===== src/logic/ptq_defines.svh =====
// How it works
// above threshold is high, below is low
// per channel high, low, ignore, rise, fall
// pattern true when all participants meet criteria
// entered condition fires on false-to-true
// exited condition fires on true-to-false
// longer-than fires past programmed duration
// longer-than fires at end or timeout
// shorter-than fires on short pattern end
// window fires on end inside min/max
// window min and max range limits
// analog 1..4 channels, digital 0..15
// active only in advanced pattern mode
// retrigger delay and noise reject conditioning
// configuration and criteria read back
// one threshold per channel, shared
// duration counter restarts on pattern start
`ifndef PTQ_DEFINES_SVH
`define PTQ_DEFINES_SVH

// ----------------------------------------------------------------
// clock and counter widths
// ----------------------------------------------------------------
`define PTQ_CLK_PS          64'd10000
`define PTQ_DUR_W           30

// ----------------------------------------------------------------
// programmable time limits, in picoseconds
// ----------------------------------------------------------------
`define PTQ_TIME_MIN_PS     64'd1500
`define PTQ_TIME_MAX_PS     64'd10000000000000
`define PTQ_WMIN_MIN_PS     64'd10000
`define PTQ_WMIN_MAX_PS     64'd9999999900000
`define PTQ_WMAX_MIN_PS     64'd15000
`define PTQ_WMAX_MAX_PS     64'd10000000000000

// ----------------------------------------------------------------
// limits in cycles: least rounds up, longest rounds down
// ----------------------------------------------------------------
`define PTQ_CEIL_CYC(ps)    (((ps) + `PTQ_CLK_PS - 64'd1) / `PTQ_CLK_PS)
`define PTQ_FLOOR_CYC(ps)   ((ps) / `PTQ_CLK_PS)
`define PTQ_TIME_MIN_CYC    `PTQ_CEIL_CYC(`PTQ_TIME_MIN_PS)
`define PTQ_TIME_MAX_CYC    `PTQ_FLOOR_CYC(`PTQ_TIME_MAX_PS)
`define PTQ_WMIN_MIN_CYC    `PTQ_CEIL_CYC(`PTQ_WMIN_MIN_PS)
`define PTQ_WMIN_MAX_CYC    `PTQ_FLOOR_CYC(`PTQ_WMIN_MAX_PS)
`define PTQ_WMAX_MIN_CYC    `PTQ_CEIL_CYC(`PTQ_WMAX_MIN_PS)
`define PTQ_WMAX_MAX_CYC    `PTQ_FLOOR_CYC(`PTQ_WMAX_MAX_PS)

// ----------------------------------------------------------------
// channel counts and sample width
// ----------------------------------------------------------------
`define PTQ_N_ANA           4
`define PTQ_N_DIG           16
`define PTQ_SAMPLE_W        12

`endif


===== src/logic/ptq_pkg.sv =====
`default_nettype none
`include "ptq_defines.svh"
package ptq_pkg;

    typedef enum logic [4:0] {
        COND_ENTERED       = 5'h01,
        COND_EXITED        = 5'h02,
        COND_LONGER_THAN   = 5'h04,
        COND_SHORTER_THAN  = 5'h08,
        COND_WINDOW        = 5'h10
    } ptq_cond_t;

    typedef enum logic [2:0] {
        CRIT_HIGH           = 3'h0,
        CRIT_LOW            = 3'h1,
        CRIT_IGNORE_CHANNEL = 3'h2,
        CRIT_RISE           = 3'h3,
        CRIT_FALL           = 3'h4
    } ptq_crit_t;

    typedef enum logic [2:0] {
        ST_OFF   = 3'h1,
        ST_ARMED = 3'h2,
        ST_HOLD  = 3'h4
    } ptq_state_t;

    typedef logic [`PTQ_DUR_W-1:0] ptq_dur_t;

    typedef struct packed {
        ptq_cond_t cond;
        logic      fire_on_pattern_end;
        ptq_dur_t  cond_time;
        ptq_dur_t  window_min_time;
        ptq_dur_t  window_max_time;
        ptq_dur_t  retrigger_delay;
    } ptq_cfg_t;

endpackage
`default_nettype wire


===== src/logic/ptq_chan_cmp.sv =====
`default_nettype none
module ptq_chan_cmp #(
    parameter int W = 12
) (
    // clock and reset
    input  wire logic         ref_clk,
    input  wire logic         reset,
    // sample and level settings
    input  wire logic [W-1:0] sample,
    input  wire logic [W-1:0] threshold,
    input  wire logic [W-1:0] noise_reject,
    // result
    output logic              level_r,
    output logic              level_prev_r
);

    // ----------------------------------------------------------------
    // compare with noise_reject band; inside the band the level holds
    // ----------------------------------------------------------------
    wire logic [W:0] s_ext   = {1'b0, sample};
    wire logic [W:0] t_ext   = {1'b0, threshold};
    wire logic [W:0] b_ext   = {1'b0, noise_reject};
    wire logic       is_high = s_ext > (t_ext + b_ext);
    wire logic       is_low  = (s_ext + b_ext) < t_ext;

    always_ff @(posedge ref_clk) begin
        if (reset) begin
            level_r      <= 1'b0;
            level_prev_r <= 1'b0;
        end else begin
            level_prev_r <= level_r;
            if (is_high) begin
                level_r <= 1'b1;
            end else if (is_low) begin
                level_r <= 1'b0;
            end
        end
    end

endmodule
`default_nettype wire


===== src/logic/ptq_top.sv =====
`default_nettype none
`include "ptq_defines.svh"
module ptq_top
    import ptq_pkg::*;
#(
    parameter int N_ANA    = `PTQ_N_ANA,
    parameter int N_DIG    = `PTQ_N_DIG,
    parameter int SAMPLE_W = `PTQ_SAMPLE_W
) (
    // clock and reset
    input  wire logic                       ref_clk,
    input  wire logic                       reset,
    // mode selection
    input  wire logic                       adv_mode_sel,
    input  wire logic                       pattern_submode_sel,
    // configuration
    input  wire ptq_cfg_t                   cfg,
    input  wire ptq_crit_t [N_ANA-1:0]      ana_crit,
    input  wire ptq_crit_t [N_DIG-1:0]      dig_crit,
    input  wire logic [N_DIG-1:0]           dig_fitted,
    // analog samples and thresholds
    input  wire logic [N_ANA-1:0][SAMPLE_W-1:0] ana_sample,
    input  wire logic [N_ANA-1:0][SAMPLE_W-1:0] ana_threshold,
    input  wire logic [SAMPLE_W-1:0]        noise_reject,
    // digital pins
    input  wire logic [N_DIG-1:0]           dig_pin,
    // trigger and status
    output logic                            trig_r,
    output logic                            pattern_r,
    output logic                            active_r,
    // read back
    output ptq_cfg_t                        cfg_rb_r,
    output ptq_crit_t [N_ANA-1:0]           ana_crit_rb_r,
    output ptq_crit_t [N_DIG-1:0]           dig_crit_rb_r
);

    // ----------------------------------------------------------------
    // elaboration checks
    // ----------------------------------------------------------------
    if (N_ANA != 2 && N_ANA != 4) begin : g_bad_ana
        $error("N_ANA must be 2 or 4");
    end
    if (N_DIG < 0 || N_DIG > 16) begin : g_bad_dig
        $error("N_DIG must be 0 to 16");
    end
    if (SAMPLE_W < 2) begin : g_bad_width
        $error("SAMPLE_W too small");
    end

    localparam int NCH = N_ANA + N_DIG;

    // ----------------------------------------------------------------
    // helpers
    // ----------------------------------------------------------------
    function automatic ptq_dur_t clamp(input ptq_dur_t v, input logic [63:0] lo, input logic [63:0] hi);
        ptq_dur_t r;
        r = v;
        if ({34'h0, v} < lo) begin
            r = lo[`PTQ_DUR_W-1:0];
        end else if ({34'h0, v} > hi) begin
            r = hi[`PTQ_DUR_W-1:0];
        end
        return r;
    endfunction

    function automatic logic meets(input ptq_crit_t c, input logic lvl, input logic prev);
        logic m;
        m = 1'b1;
        case (c)
            CRIT_HIGH:           m = lvl;
            CRIT_LOW:            m = ~lvl;
            CRIT_IGNORE_CHANNEL: m = 1'b1;
            CRIT_RISE:           m = lvl & ~prev;
            CRIT_FALL:           m = ~lvl & prev;
            default:             m = 1'b1;
        endcase
        return m;
    endfunction

    // ----------------------------------------------------------------
    // per-channel levels
    // ----------------------------------------------------------------
    logic [NCH-1:0] lvl;
    logic [NCH-1:0] lvl_prev;
    logic [NCH-1:0] meet;
    logic [NCH-1:0] part;

    genvar gi;
    generate
        for (gi = 0; gi < N_ANA; gi++) begin : g_ana
            ptq_chan_cmp #(.W(SAMPLE_W)) u_cmp (
                .ref_clk      (ref_clk),
                .reset        (reset),
                .sample       (ana_sample[gi]),
                .threshold    (ana_threshold[gi]),
                .noise_reject (noise_reject),
                .level_r      (lvl[gi]),
                .level_prev_r (lvl_prev[gi])
            );
            assign meet[gi] = meets(ana_crit[gi], lvl[gi], lvl_prev[gi]);
            assign part[gi] = ana_crit[gi] != CRIT_IGNORE_CHANNEL;
        end
        for (gi = 0; gi < N_DIG; gi++) begin : g_dig
            logic s1_r;
            logic s2_r;
            logic p_r;
            always_ff @(posedge ref_clk) begin
                if (reset) begin
                    s1_r <= 1'b0;
                    s2_r <= 1'b0;
                    p_r  <= 1'b0;
                end else begin
                    s1_r <= dig_pin[gi];
                    s2_r <= s1_r;
                    p_r  <= s2_r;
                end
            end
            assign lvl[N_ANA+gi]      = s2_r;
            assign lvl_prev[N_ANA+gi] = p_r;
            assign part[N_ANA+gi]     = dig_fitted[gi] & (dig_crit[gi] != CRIT_IGNORE_CHANNEL);
            assign meet[N_ANA+gi]     = ~part[N_ANA+gi] | meets(dig_crit[gi], s2_r, p_r);
        end
    endgenerate

    // ----------------------------------------------------------------
    // pattern, edges and duration
    // ----------------------------------------------------------------
    wire logic     pat_now   = (&meet) & (|part);
    wire logic     pat_start = pat_now & ~pattern_r;
    wire logic     pat_end   = ~pat_now & pattern_r;
    wire logic     enabled   = adv_mode_sel & pattern_submode_sel;
    wire ptq_dur_t dur_max   = {`PTQ_DUR_W{1'b1}};

    wire ptq_dur_t t_eff   = clamp(cfg.cond_time, `PTQ_TIME_MIN_CYC, `PTQ_TIME_MAX_CYC);
    wire ptq_dur_t wmin    = clamp(cfg.window_min_time, `PTQ_WMIN_MIN_CYC, `PTQ_WMIN_MAX_CYC);
    wire ptq_dur_t wmax    = clamp(cfg.window_max_time, `PTQ_WMAX_MIN_CYC, `PTQ_WMAX_MAX_CYC);

    logic     timeout_done_r;
    ptq_dur_t dur_r;
    ptq_dur_t dur_nxt;

    assign dur_nxt = pat_start ? ptq_dur_t'(1) :
                     (pat_now && dur_r != dur_max) ? dur_r + ptq_dur_t'(1) : dur_r;

    // ----------------------------------------------------------------
    // qualifying conditions
    // ----------------------------------------------------------------
    wire logic hit_enter   = pat_start;
    wire logic hit_exit    = pat_end;
    wire logic hit_gt_end  = pat_end & (dur_r > t_eff) & cfg.fire_on_pattern_end;
    wire logic hit_gt_tmo  = pat_now & pattern_r & (dur_r == t_eff) & ~cfg.fire_on_pattern_end
                             & ~timeout_done_r;
    wire logic hit_lt      = pat_end & (dur_r < t_eff);
    wire logic hit_window  = pat_end & (dur_r > wmin) & (dur_r < wmax);

    logic hit;
    always_comb begin
        case (cfg.cond)
            COND_ENTERED:      hit = hit_enter;
            COND_EXITED:       hit = hit_exit;
            COND_LONGER_THAN:  hit = hit_gt_end | hit_gt_tmo;
            COND_SHORTER_THAN: hit = hit_lt;
            COND_WINDOW:       hit = hit_window;
            default:           hit = 1'b0;
        endcase
    end

    // ----------------------------------------------------------------
    // arm, fire and retrigger delay
    // ----------------------------------------------------------------
    ptq_state_t state_r;
    ptq_state_t state_nxt;
    ptq_dur_t   hold_r;

    wire logic fire = (state_r == ST_ARMED) & enabled & hit;

    always_comb begin
        case (state_r)
            ST_OFF:   state_nxt = enabled ? ST_ARMED : ST_OFF;
            ST_ARMED: state_nxt = !enabled ? ST_OFF : (fire && cfg.retrigger_delay != '0) ? ST_HOLD : ST_ARMED;
            ST_HOLD:  state_nxt = !enabled ? ST_OFF : (hold_r <= ptq_dur_t'(1)) ? ST_ARMED : ST_HOLD;
            default:  state_nxt = ST_OFF;
        endcase
    end

    always_ff @(posedge ref_clk) begin
        if (reset) begin
            state_r        <= ST_OFF;
            hold_r         <= '0;
            dur_r          <= '0;
            timeout_done_r <= 1'b0;
            pattern_r      <= 1'b0;
            trig_r         <= 1'b0;
            active_r       <= 1'b0;
        end else begin
            state_r        <= state_nxt;
            hold_r         <= fire ? cfg.retrigger_delay : (hold_r != '0) ? hold_r - ptq_dur_t'(1) : hold_r;
            dur_r          <= dur_nxt;
            timeout_done_r <= pat_now & (timeout_done_r | hit_gt_tmo);
            pattern_r      <= pat_now;
            trig_r         <= fire;
            active_r       <= enabled;
        end
    end

    // ----------------------------------------------------------------
    // read back of programmed settings
    // ----------------------------------------------------------------
    always_ff @(posedge ref_clk) begin
        if (reset) begin
            cfg_rb_r      <= '0;
            ana_crit_rb_r <= '0;
            dig_crit_rb_r <= '0;
        end else begin
            cfg_rb_r      <= cfg;
            ana_crit_rb_r <= ana_crit;
            dig_crit_rb_r <= dig_crit;
        end
    end

endmodule
`default_nettype wire


===== config.mk =====
export PLATFORM = sky130hd
export DESIGN_NAME = ptq_top
export DESIGN_NICKNAME = d
export VERILOG_FILES = /design/src/logic/ptq_pkg.sv /design/src/logic/ptq_chan_cmp.sv /design/src/logic/ptq_top.sv
export VERILOG_INCLUDE_DIRS = /design/src /design/src/logic
export SDC_FILE = /design/constraint.sdc
export NUM_CORES = 1
export LEC_CHECK = 0
export ABC_AREA = 1
export BUFFER_PORTS_ARGS = -buffer_cell sky130_fd_sc_hd__buf_2
export CORE_AREA = 2 2 202 204
export CTS_CLUSTER_DIAMETER = 150
export DETAILED_ROUTE_END_ITERATION = 10
export DIE_AREA = 0 0 204 206
export PLACE_DENSITY = 0.78
export SYNTH_ARGS = -nofsm -noshare
export SYNTH_HDL_FRONTEND = slang
export SYNTH_SLANG_ARGS = --single-unit

===== constraint.sdc =====
create_clock -name ref_clk -period 5.6 [get_ports ref_clk]
set_clock_uncertainty 0.15 [all_clocks]
set_input_delay 0.28 -clock ref_clk [delete_from_list [all_inputs] [get_ports ref_clk]]
set_output_delay 0.28 -clock ref_clk [all_outputs]
set_load 0.1 [all_outputs]

After elaboration in Yosys (flattened, before gate mapping)
Index checks and enable logic that the tools add are counted.

cells by class
  add/sub/neg operators = 10
  $lt $le $gt $ge = 19
  eq/ne operators = 90
  muxes and demuxes = 45
  bitwise logic cells = 150
  reduce and logical (&&, ||, !) cells = 33

operators by type and width
  kind                   number
  $mux 30                8
  $add 12x12->13         8
  $gt 30x30->1 const B   3
  $pmux 1 s4             20
  $and 1x1->1            72
  $eq 3x1->1 const B     21
  $eq 3x2->1 const B     21
  $eq 3x3->1 const B     21
  $gt 30x30->1           2
  $logic_not 3->1        20
  $lt 30x1->1 const B    2
  $lt 30x30->1           2
  $ne 3x2->1 const B     20
  $not 1->1              60
  $reduce_bool 30->1     2
  $gt 12x13->1           4
  $lt 13x12->1           4
  $add 30x1->30 const B  1
  $eq 30x30->1           1
  $le 30x1->1 const B    1
  $lt 30x2->1 const B    1
  $ne 30x30->1 const B   1
  $sub 30x1->30 const B  1
  $reduce_and 20->1      1
  other kinds (15)       50

word-level totals
  flip-flop bits (word level) = 309
  input port bits = 330
  output and inout bits = 189
  word-level logic and storage cells = 437

Logic depth before layout (Yosys ltp)
Gate-level depths: netlist of the first run.

  depth after elaboration = 17
  depth in mapped cells = 30
  mapped depth without buffers = 28

Modules after synthesis
A second synthesis of the first run with hierarchy kept.

unflattened totals
  cells, all modules = 3166
  area total of the unflattened synthesis = 21579.4 um2

by module, submodules not included
  module        instances  cells each  area each (um2)  sequential area each (um2)
  ptq_top       1          2058        14582.7          6025.8
  ptq_chan_cmp  4          277         1749.2           40.0

Least setup slack after synthesis of the first run
OpenSTA, ideal clock, no wires.

  path type = in2reg
  start = input cfg[110] (netlist name)
  end = register hold_r[12]
  library setup time = 0.117 ns
  arrival = 3.252 ns
  data required time = 5.333 ns
  slack = 2.081 ns
  cell stages on the path = 26
  path buffers = 3
  cells stage by stage = inv_1 nor2_1 nand2_1 o311ai_0 nand2_1 nand3_1 nand2_1 inv_1 clkbuf_1 nor2_1 ha_1 nand2_1 nor2_1 nand2_1 nor3_1 nand4_1 nor3_1 nand3b_1 nand2_1 a21oi_1 nand2_2 nand2_2 buf_6 buf_6 o21ai_0 nor2_2

between the ends
  word-level cells in the longest chain between the ends = 11

RTL lines
  what                                                                  line            source
  from (decl)                                                           ptq_top.sv:17   input wire ptq_cfg_t cfg,
  $gt 30x30->1                                                          ptq_top.sv:60   end else if ({34'h0, v} > hi) begin
  $mux 30                                                               ptq_top.sv:60
  $mux 30 (*)                                                           ptq_top.sv:58   if ({34'h0, v} < lo) begin
  parallel branches: the longest is 5 deep, another holds $gt 30x30->1  --
  $pmux 1 s5 (*)                                                        ptq_top.sv:158  case (cfg.cond)
  $and 1x1->1 (*)                                                       ptq_top.sv:175  wire logic fire = (state_r == ST_ARMED) & enabled & hit;
  $mux 30 / $reduce_bool 2->1 (equally long branches)                   --
  to (signal assigned)                                                  ptq_top.sv:197  hold_r <= fire ? cfg.retrigger_delay : (hold_r != '0) ? hold_r - ptq_dur_t'(1) : hold_r;
  to (decl)                                                             ptq_top.sv:173  ptq_dur_t hold_r;

Every way passes the cells marked *.
A chain may end at the register's enable or synchronous reset.

Worst setup path in the final report of the first run
  start = input cfg[96] (netlist name)
  end = register hold_r[6]

The elaborated chain is that of the path after synthesis.

==> flow_summary.yaml, run 1 <==
run_status:
  outcome: "finished, final reports clean"
global_routing:
  grt_pass1_vias: 21202
  grtUsageMet3_pct: 6.97
  grt_max_degree: 97
  antenna_found_initial: 17
  gr-usage-met2_pct: 53.5
  met1_usage_pct: 40.2
  track_usage_pct: 32.3
  overflow: 0
  grt.busiest_layer: "met2"
  grt_pass1_wl_um: 108000
timing:
  tns_ns: 0
  min_period_ns: 4.96
  final_hold_viol_count: 0
  fmax_ghz: 0.202
  slew_violations: 0
  tightest_slew_ns: 0.957
  rsz0062_at_grt: "false"
  slew_headroom_pct: 36.2
  fin_crit_sh_pct: 88.5
  setup_viol: 0
placed_design:
  routabilityCongestion: 0.950
  port_buffers: 518
  dp_hpwl_um: 51300
  dpl-instance-area_um2: 23600
drt:
  vias_per_cell: 5.22
  ant_nets: 0
  routedWlPerCell_um: 16.6
  drt_iter0_drc: 1409
  vias: 21920
  totalWireLength_um: 69700
  firstDrtPassIters: 6
  drc: 0
worst_setup_path:
  critPathKind: "in -> reg"
  arrival_ns: 5.22
  worstSetupEndpointType: "register"
  start_kind: "primary input"
  crit_path_max_fanout: 37
  required_ns: 5.87
pwr:
  peakVddDrop_uv: 243
  pwr-share-clk_pct: 30.4
  power.leakage_nw: 14.3
  intPower_w: 0.00479
  switching_share_pct: 38.4
  p_sw_w: 0.00299
  pwr_density_cell_nw_per_um2: 289
  pwr-share-comb_pct: 37.3
  pwr-share-seq_pct: 32.3
synth:
  netlist_area_um2: 20600
  yosys_most_used_dff: "dfxtp_1"
  synth_edf_count: 0
  synth_area_leaders: "dfxtp_1, ha_1, nand2_1"
  synthArstFlopShare_pct: 0
  yosys_warnings: 0
  synth.distinct_cells: 58
  synth_top_cell_area_share_pct: 30.1
  synth_seq_cells: 309
  yosysSeqAreaShare_pct: 30.1
  synth_area_leader_cell: "dfxtp_1"
  syn_inst: 2910
  postSynthNetCount: 3528
  avgSynthCellArea_um2: 7.06
die:
  dieHeight_um: 206
  num_io_pins: 519
  core_region_area_um2: 40200
  num_rows: 74
  dieArea_um2: 42000
  die_w_um: 204
  start_util_pct: 51.2
finish:
  nets: 4250
  n_fill_cell: 3329
  final_cell_mix: "nand2_1, buf_2, inv_1"
  area_delta_synth_final_pct: 30.9
  design_area_um2: 26900
  drive_gt1_share_pct: 17.4
  layout_commonest_cell: "nand2_1"
clocking:
  insertion_delay_ns: 0.54
  postCtsSetupRepairBufs: 0
  cts_buffer_depth: 3
  htree_num_levels: 2
  cts_root_buf: "clkbuf_16"
  cts_tree: "built"
  cts.clk_slew.worst_paths_ns: 0.07
  cts_made_buffers: 35
  cts_sinks: 309
run:
  maxCapViolations: 0
worst_hold_path:
  hp-class: "in -> reg"
worst paths after layout:
check	cells past startpoint	slack, ns	end	startpoint
worst max-delay path	26	0.64	hold_r[6]$_SDFFE_PP0P_	cfg[96]
worst min-delay path	5	0.05	g_ana[1].u_cmp.level_r$_SDFFE_PP0P_	ana_threshold[23]
worst max register to register	17	1.94	hold_r[6]$_SDFFE_PP0P_	dur_r[27]$_SDFFE_PP0P_
worst min register to register	2	0.25	g_dig[0].s2_r$_SDFF_PP0_	g_dig[0].s1_r$_SDFF_PP0_
synth_stat cells, types with 13 or more instances:
master and instances:
ha_1 280, o21ai_0 105, nand3_1 110, nor4_1 33, a21oi_1 213, nand2_1 528
a21oi_2 16, nor3_1 40, inv_1 458, nand4_1 49, xnor2_1 28, o21bai_1 13
nor2_1 455, xor2_1 80, clkbuf_1 33, o211ai_1 26, dfxtp_1 309
power by group through the flow:
stage	clock network [W]	registers (W)	logic [W]
6_report	0.00236	0.00251	0.00290
5_1_grt	0.00248	0.00252	0.00323
4_1_cts	0.00239	0.00250	0.00288
3_5_place_dp	0	0.00255	0.00274
3_3_place_gp	0	0.00255	0.00270
2_1_floorplan	0	0.00304	0.00164
stage by stage:
stage,hold slack [ns],util [%],cells,power (W),worst slack (ns)
after global routing,0.0838,67.0,4194,0.00824,0.174
after global placement,0.239,58.8,3920,0.00525,0.626
after floorplan,0.237,-,2910,0.00468,2.08
after detailed placement,0.243,58.8,3920,0.00529,0.528
final,0.0503,67.0,4200,0.00777,0.643
after CTS,0.0318,66.9,4188,0.00777,0.523
timing repair:
item | CTS | global route
setup endpoints to repair | 0 | 27
hold endpoints to repair | 238 | 0
resized for setup | 0 | 2
hold buffers | 207 | 0
area by class of cell:
type	count	area (um^2)	share of cell area (%)
flip-flops and latches	309	6190	23.0
well taps	532	666	2.47
diodes	12	30.0	0.112
clock buffers	49	1000	3.71
multi-input cells	2083	12400	46.0
clock inverters	12	170	0.632
repair buffers	730	4710	17.5
inverters	473	1780	6.61
logic make-up (layout without fill, tap and decap cells):
logic type,after synthesis,count (layout),synth area share [%]
simple gates,1258,1258,25.8
buf+inv,518,1264,9.71
compound gates,428,428,11.9
flops,309,309,30.1
fa+ha+maj,288,288,17.8
xor+xnor,108,108,4.60
mux,1,1,0.0548
other cells,0,12,0
critical path: stages:
cell	delay [ns]
dlygate4sd3_1	0.55
buf_2	0.17
nor2_1	0.36
nand4_1	0.31
nor4_1	0.43
nand2_1	0.12
nand2_2	0.29
inv_1	0.24
o32ai_1	0.20
ha_1	0.21
nor2_1	0.04
o21ai_0	0.15
o211ai_1	0.15
nand2_1	0.09
nand2_1	0.05
nand2_1	0.06
nand3_1	0.10
nand4_1	0.11
nand2_1	0.06
a21oi_1	0.15
nand2_2	0.10
nand2_2	0.10
buf_4	0.36
nand2_4	0.08
nand2_4	0.35
a21oi_1	0.10
routing by layer:
| metal | vias to the layer above | wire (um) |
|---|---|---|
| li1 | 10903 | - |
| met4 | 14 | 3260 |
| met1 | 9833 | 29100 |
| met2 | 922 | 31900 |
| met5 | - | 85 |
| met3 | 248 | 5300 |
registers in the layout, summed over array words and instances, names as in the netlist:
name                      cells
g_ana.u_cmp.level_prev_r      4
g_dig.s1_r                   16
hold_r                       30
active_r                      1
dig_crit_rb_r                48
ana_crit_rb_r                12
state_r                       3
trig_r                        1
pattern_r                     1
g_dig.s2_r                   16
g_dig.p_r                    16
dur_r                        30
g_ana.u_cmp.level_r           4
cfg_rb_r                    126
timeout_done_r                1
No activity file was read; power rests on OpenSTA's default activity.
==> inputs of run 2 (changes only) <==
--- a/config.mk
+++ b/config.mk
@@ -7,7 +7,7 @@
 export NUM_CORES = 1
 export LEC_CHECK = 0
 export ABC_AREA = 1
-export BUFFER_PORTS_ARGS = -buffer_cell sky130_fd_sc_hd__buf_2
+export BUFFER_PORTS_ARGS = -buffer_cell sky130_fd_sc_hd__clkbuf_2
 export CORE_AREA = 2 2 202 204
 export CTS_CLUSTER_DIAMETER = 150
 export DETAILED_ROUTE_END_ITERATION = 10
==> flow_summary.yaml, run 2 (synthesis gave the netlist of run 1 again) <==
finish:
  nets: 4251
  regArea_um2: 6190
  n_fill_cell: 3354
  reg_top3: "cfg_rb_r: 126 flops, dig_crit_rb_r: 48 flops"
  instances_no_fill: 4197
  largest_reg_flops: 126
  largest-register: "cfg_rb_r"
  multi_input_area_um2: 12400
  final_cell_mix: "nand2_1, clkbuf_2, inv_1"
  drive_gt1_share_pct: 17.4
  area_delta_synth_final_pct: 30.8
  layout_commonest_cell: "nand2_1"
pwr:
  p_total_w: 0.00770
  power.leakage_nw: 14.3
  pwr_density_cell_nw_per_um2: 286
  peakVddDrop_uv: 244
placed_design:
  dp_slack_ns: 0.878
  place_inst: 3921
  routabilityCongestion: 0.936
  dp_hpwl_um: 51700
  port_buffers: 518
die:
  core_region_area_um2: 40200
  dieHeight_um: 206
  num_io_pins: 519
  num_rows: 74
  die_w_um: 204
  start_util_pct: 51.2
  dieArea_um2: 42000
clocking:
  cts_sinks: 309
  htree_num_levels: 2
  cts_buffer_depth: 3
  cts.clk_slew.worst_paths_ns: 0.06
  cts_tree: "built"
  cts_made_buffers: 35
  cts_root_buf: "clkbuf_16"
  insertion_delay_ns: 0.54
timing:
  tns_ns: 0
  slew_headroom_pct: 45.8
  setup_viol: 0
  final_hold_viol_count: 0
  min_period_ns: 4.93
  worst_slack_ns: 0.671
  rsz0062_at_grt: "false"
  slew_violations: 0
  fmax_ghz: 0.203
  whs_ns: 0.0540
  fin_crit_sh_pct: 88.0
  tightest_slew_ns: 0.812
global_routing:
  grt.busiest_layer: "met2"
  track_usage_pct: 32.0
  antenna_found_initial: 8
  grtUsageMet3_pct: 7.55
  gr-usage-met2_pct: 53.2
  grt_pass1_vias: 20954
  grt_pass1_wl_um: 107000
  grt_max_degree: 174
  met1_usage_pct: 39.3
  overflow: 0
worst_setup_path:
  r2r-start: "dur_r[25]$_SDFFE_PP0P_"
  arrival_ns: 5.24
  crit_path_max_fanout: 25
  worstSetupEndpointType: "register"
  crit_path_frequent_cell: "nand2_1"
  crit_path_max_incr_delay_ns: 0.59
  critPathKind: "in -> reg"
  reg2reg_slack_ns: 1.92
  crit_family: "simple AND/OR/NAND/NOR gates"
  cpMaxStageDelayCell: "inv_1"
  path_buf_inv: 6
  crit_path_start: "cfg[52]"
  start_kind: "primary input"
  required_ns: 5.91
drt:
  routedWlPerCell_um: 16.6
  drc: 0
  ant_nets: 0
  totalWireLength_um: 69500
  firstDrtPassIters: 6
  vias: 21886
  vias_per_cell: 5.21
  drt_iter0_drc: 1655
run_status:
  outcome: "finished, final reports clean"
worst_hold_path:
  worstHoldStart: "ana_threshold[23]"
  hp-class: "in -> reg"
run:
  maxCapViolations: 0
-- run 2: cell types whose count changed in the layout (fill, tap and decap cells not counted), moves of 3 or more --
cell	previous run	this run
diode_2	12	7
clkinv_4	3	0
clkinv_2	1	6
buf_2	517	0
clkbuf_2	0	517
-- run 2: what timing repair did --
action	in CTS	in global routing
hold buffers	207	0
endpoints found under the hold margin	238	0
buffers inserted	0	0
gates resized for setup	0	0
-- run 2: worst paths after layout --
kind                                                             to  cells after the start
worst max-delay path                         hold_r[7]$_SDFFE_PP0P_                     27
worst min-delay path            g_ana[1].u_cmp.level_r$_SDFFE_PP0P_                      5
worst max register to register               hold_r[7]$_SDFFE_PP0P_                     16
worst min register to register             g_dig[3].s2_r$_SDFF_PP0_                      2
-- run 2: worst min-delay path, stage by stage --
cell and delay [ns]:
clkbuf_2 0.10, inv_1 0.06, ha_1 0.14, o41ai_1 0.07
o21ai_0 0.05
-- run 2: layout make-up --
class,instances,share of cell area [%]
flip-flops and latches,309,23.0
repair buffers,731,17.6
clock inverters,14,0.554
inverters,473,6.60
multi-input cells,2083,46.0
clock buffers,48,3.67
diodes,7,0.0652
well taps,532,2.48
-- run 2: through the flow --
step                      area, um^2  util [%]
after floorplan                20600         -
after global placement         23700      58.9
after detailed placement       23700      58.9
after CTS                      26900      66.9
after global routing           26900      66.9
final                          26900      66.9
-- run 2: where the power goes --
group,switching [W],internal [W]
Clock,0.000954,0.00134
Combinational,0.00190,0.00100
Sequential,0.000122,0.00239
Total,0.00297,0.00473
-- run 2: per-layer routing --
layer  routed length (um)  share of wire [%]
met5                   27              0.039
met4                 3210                4.6
met3                 6080                8.7
met2                31400                 45
met1                28800                 41
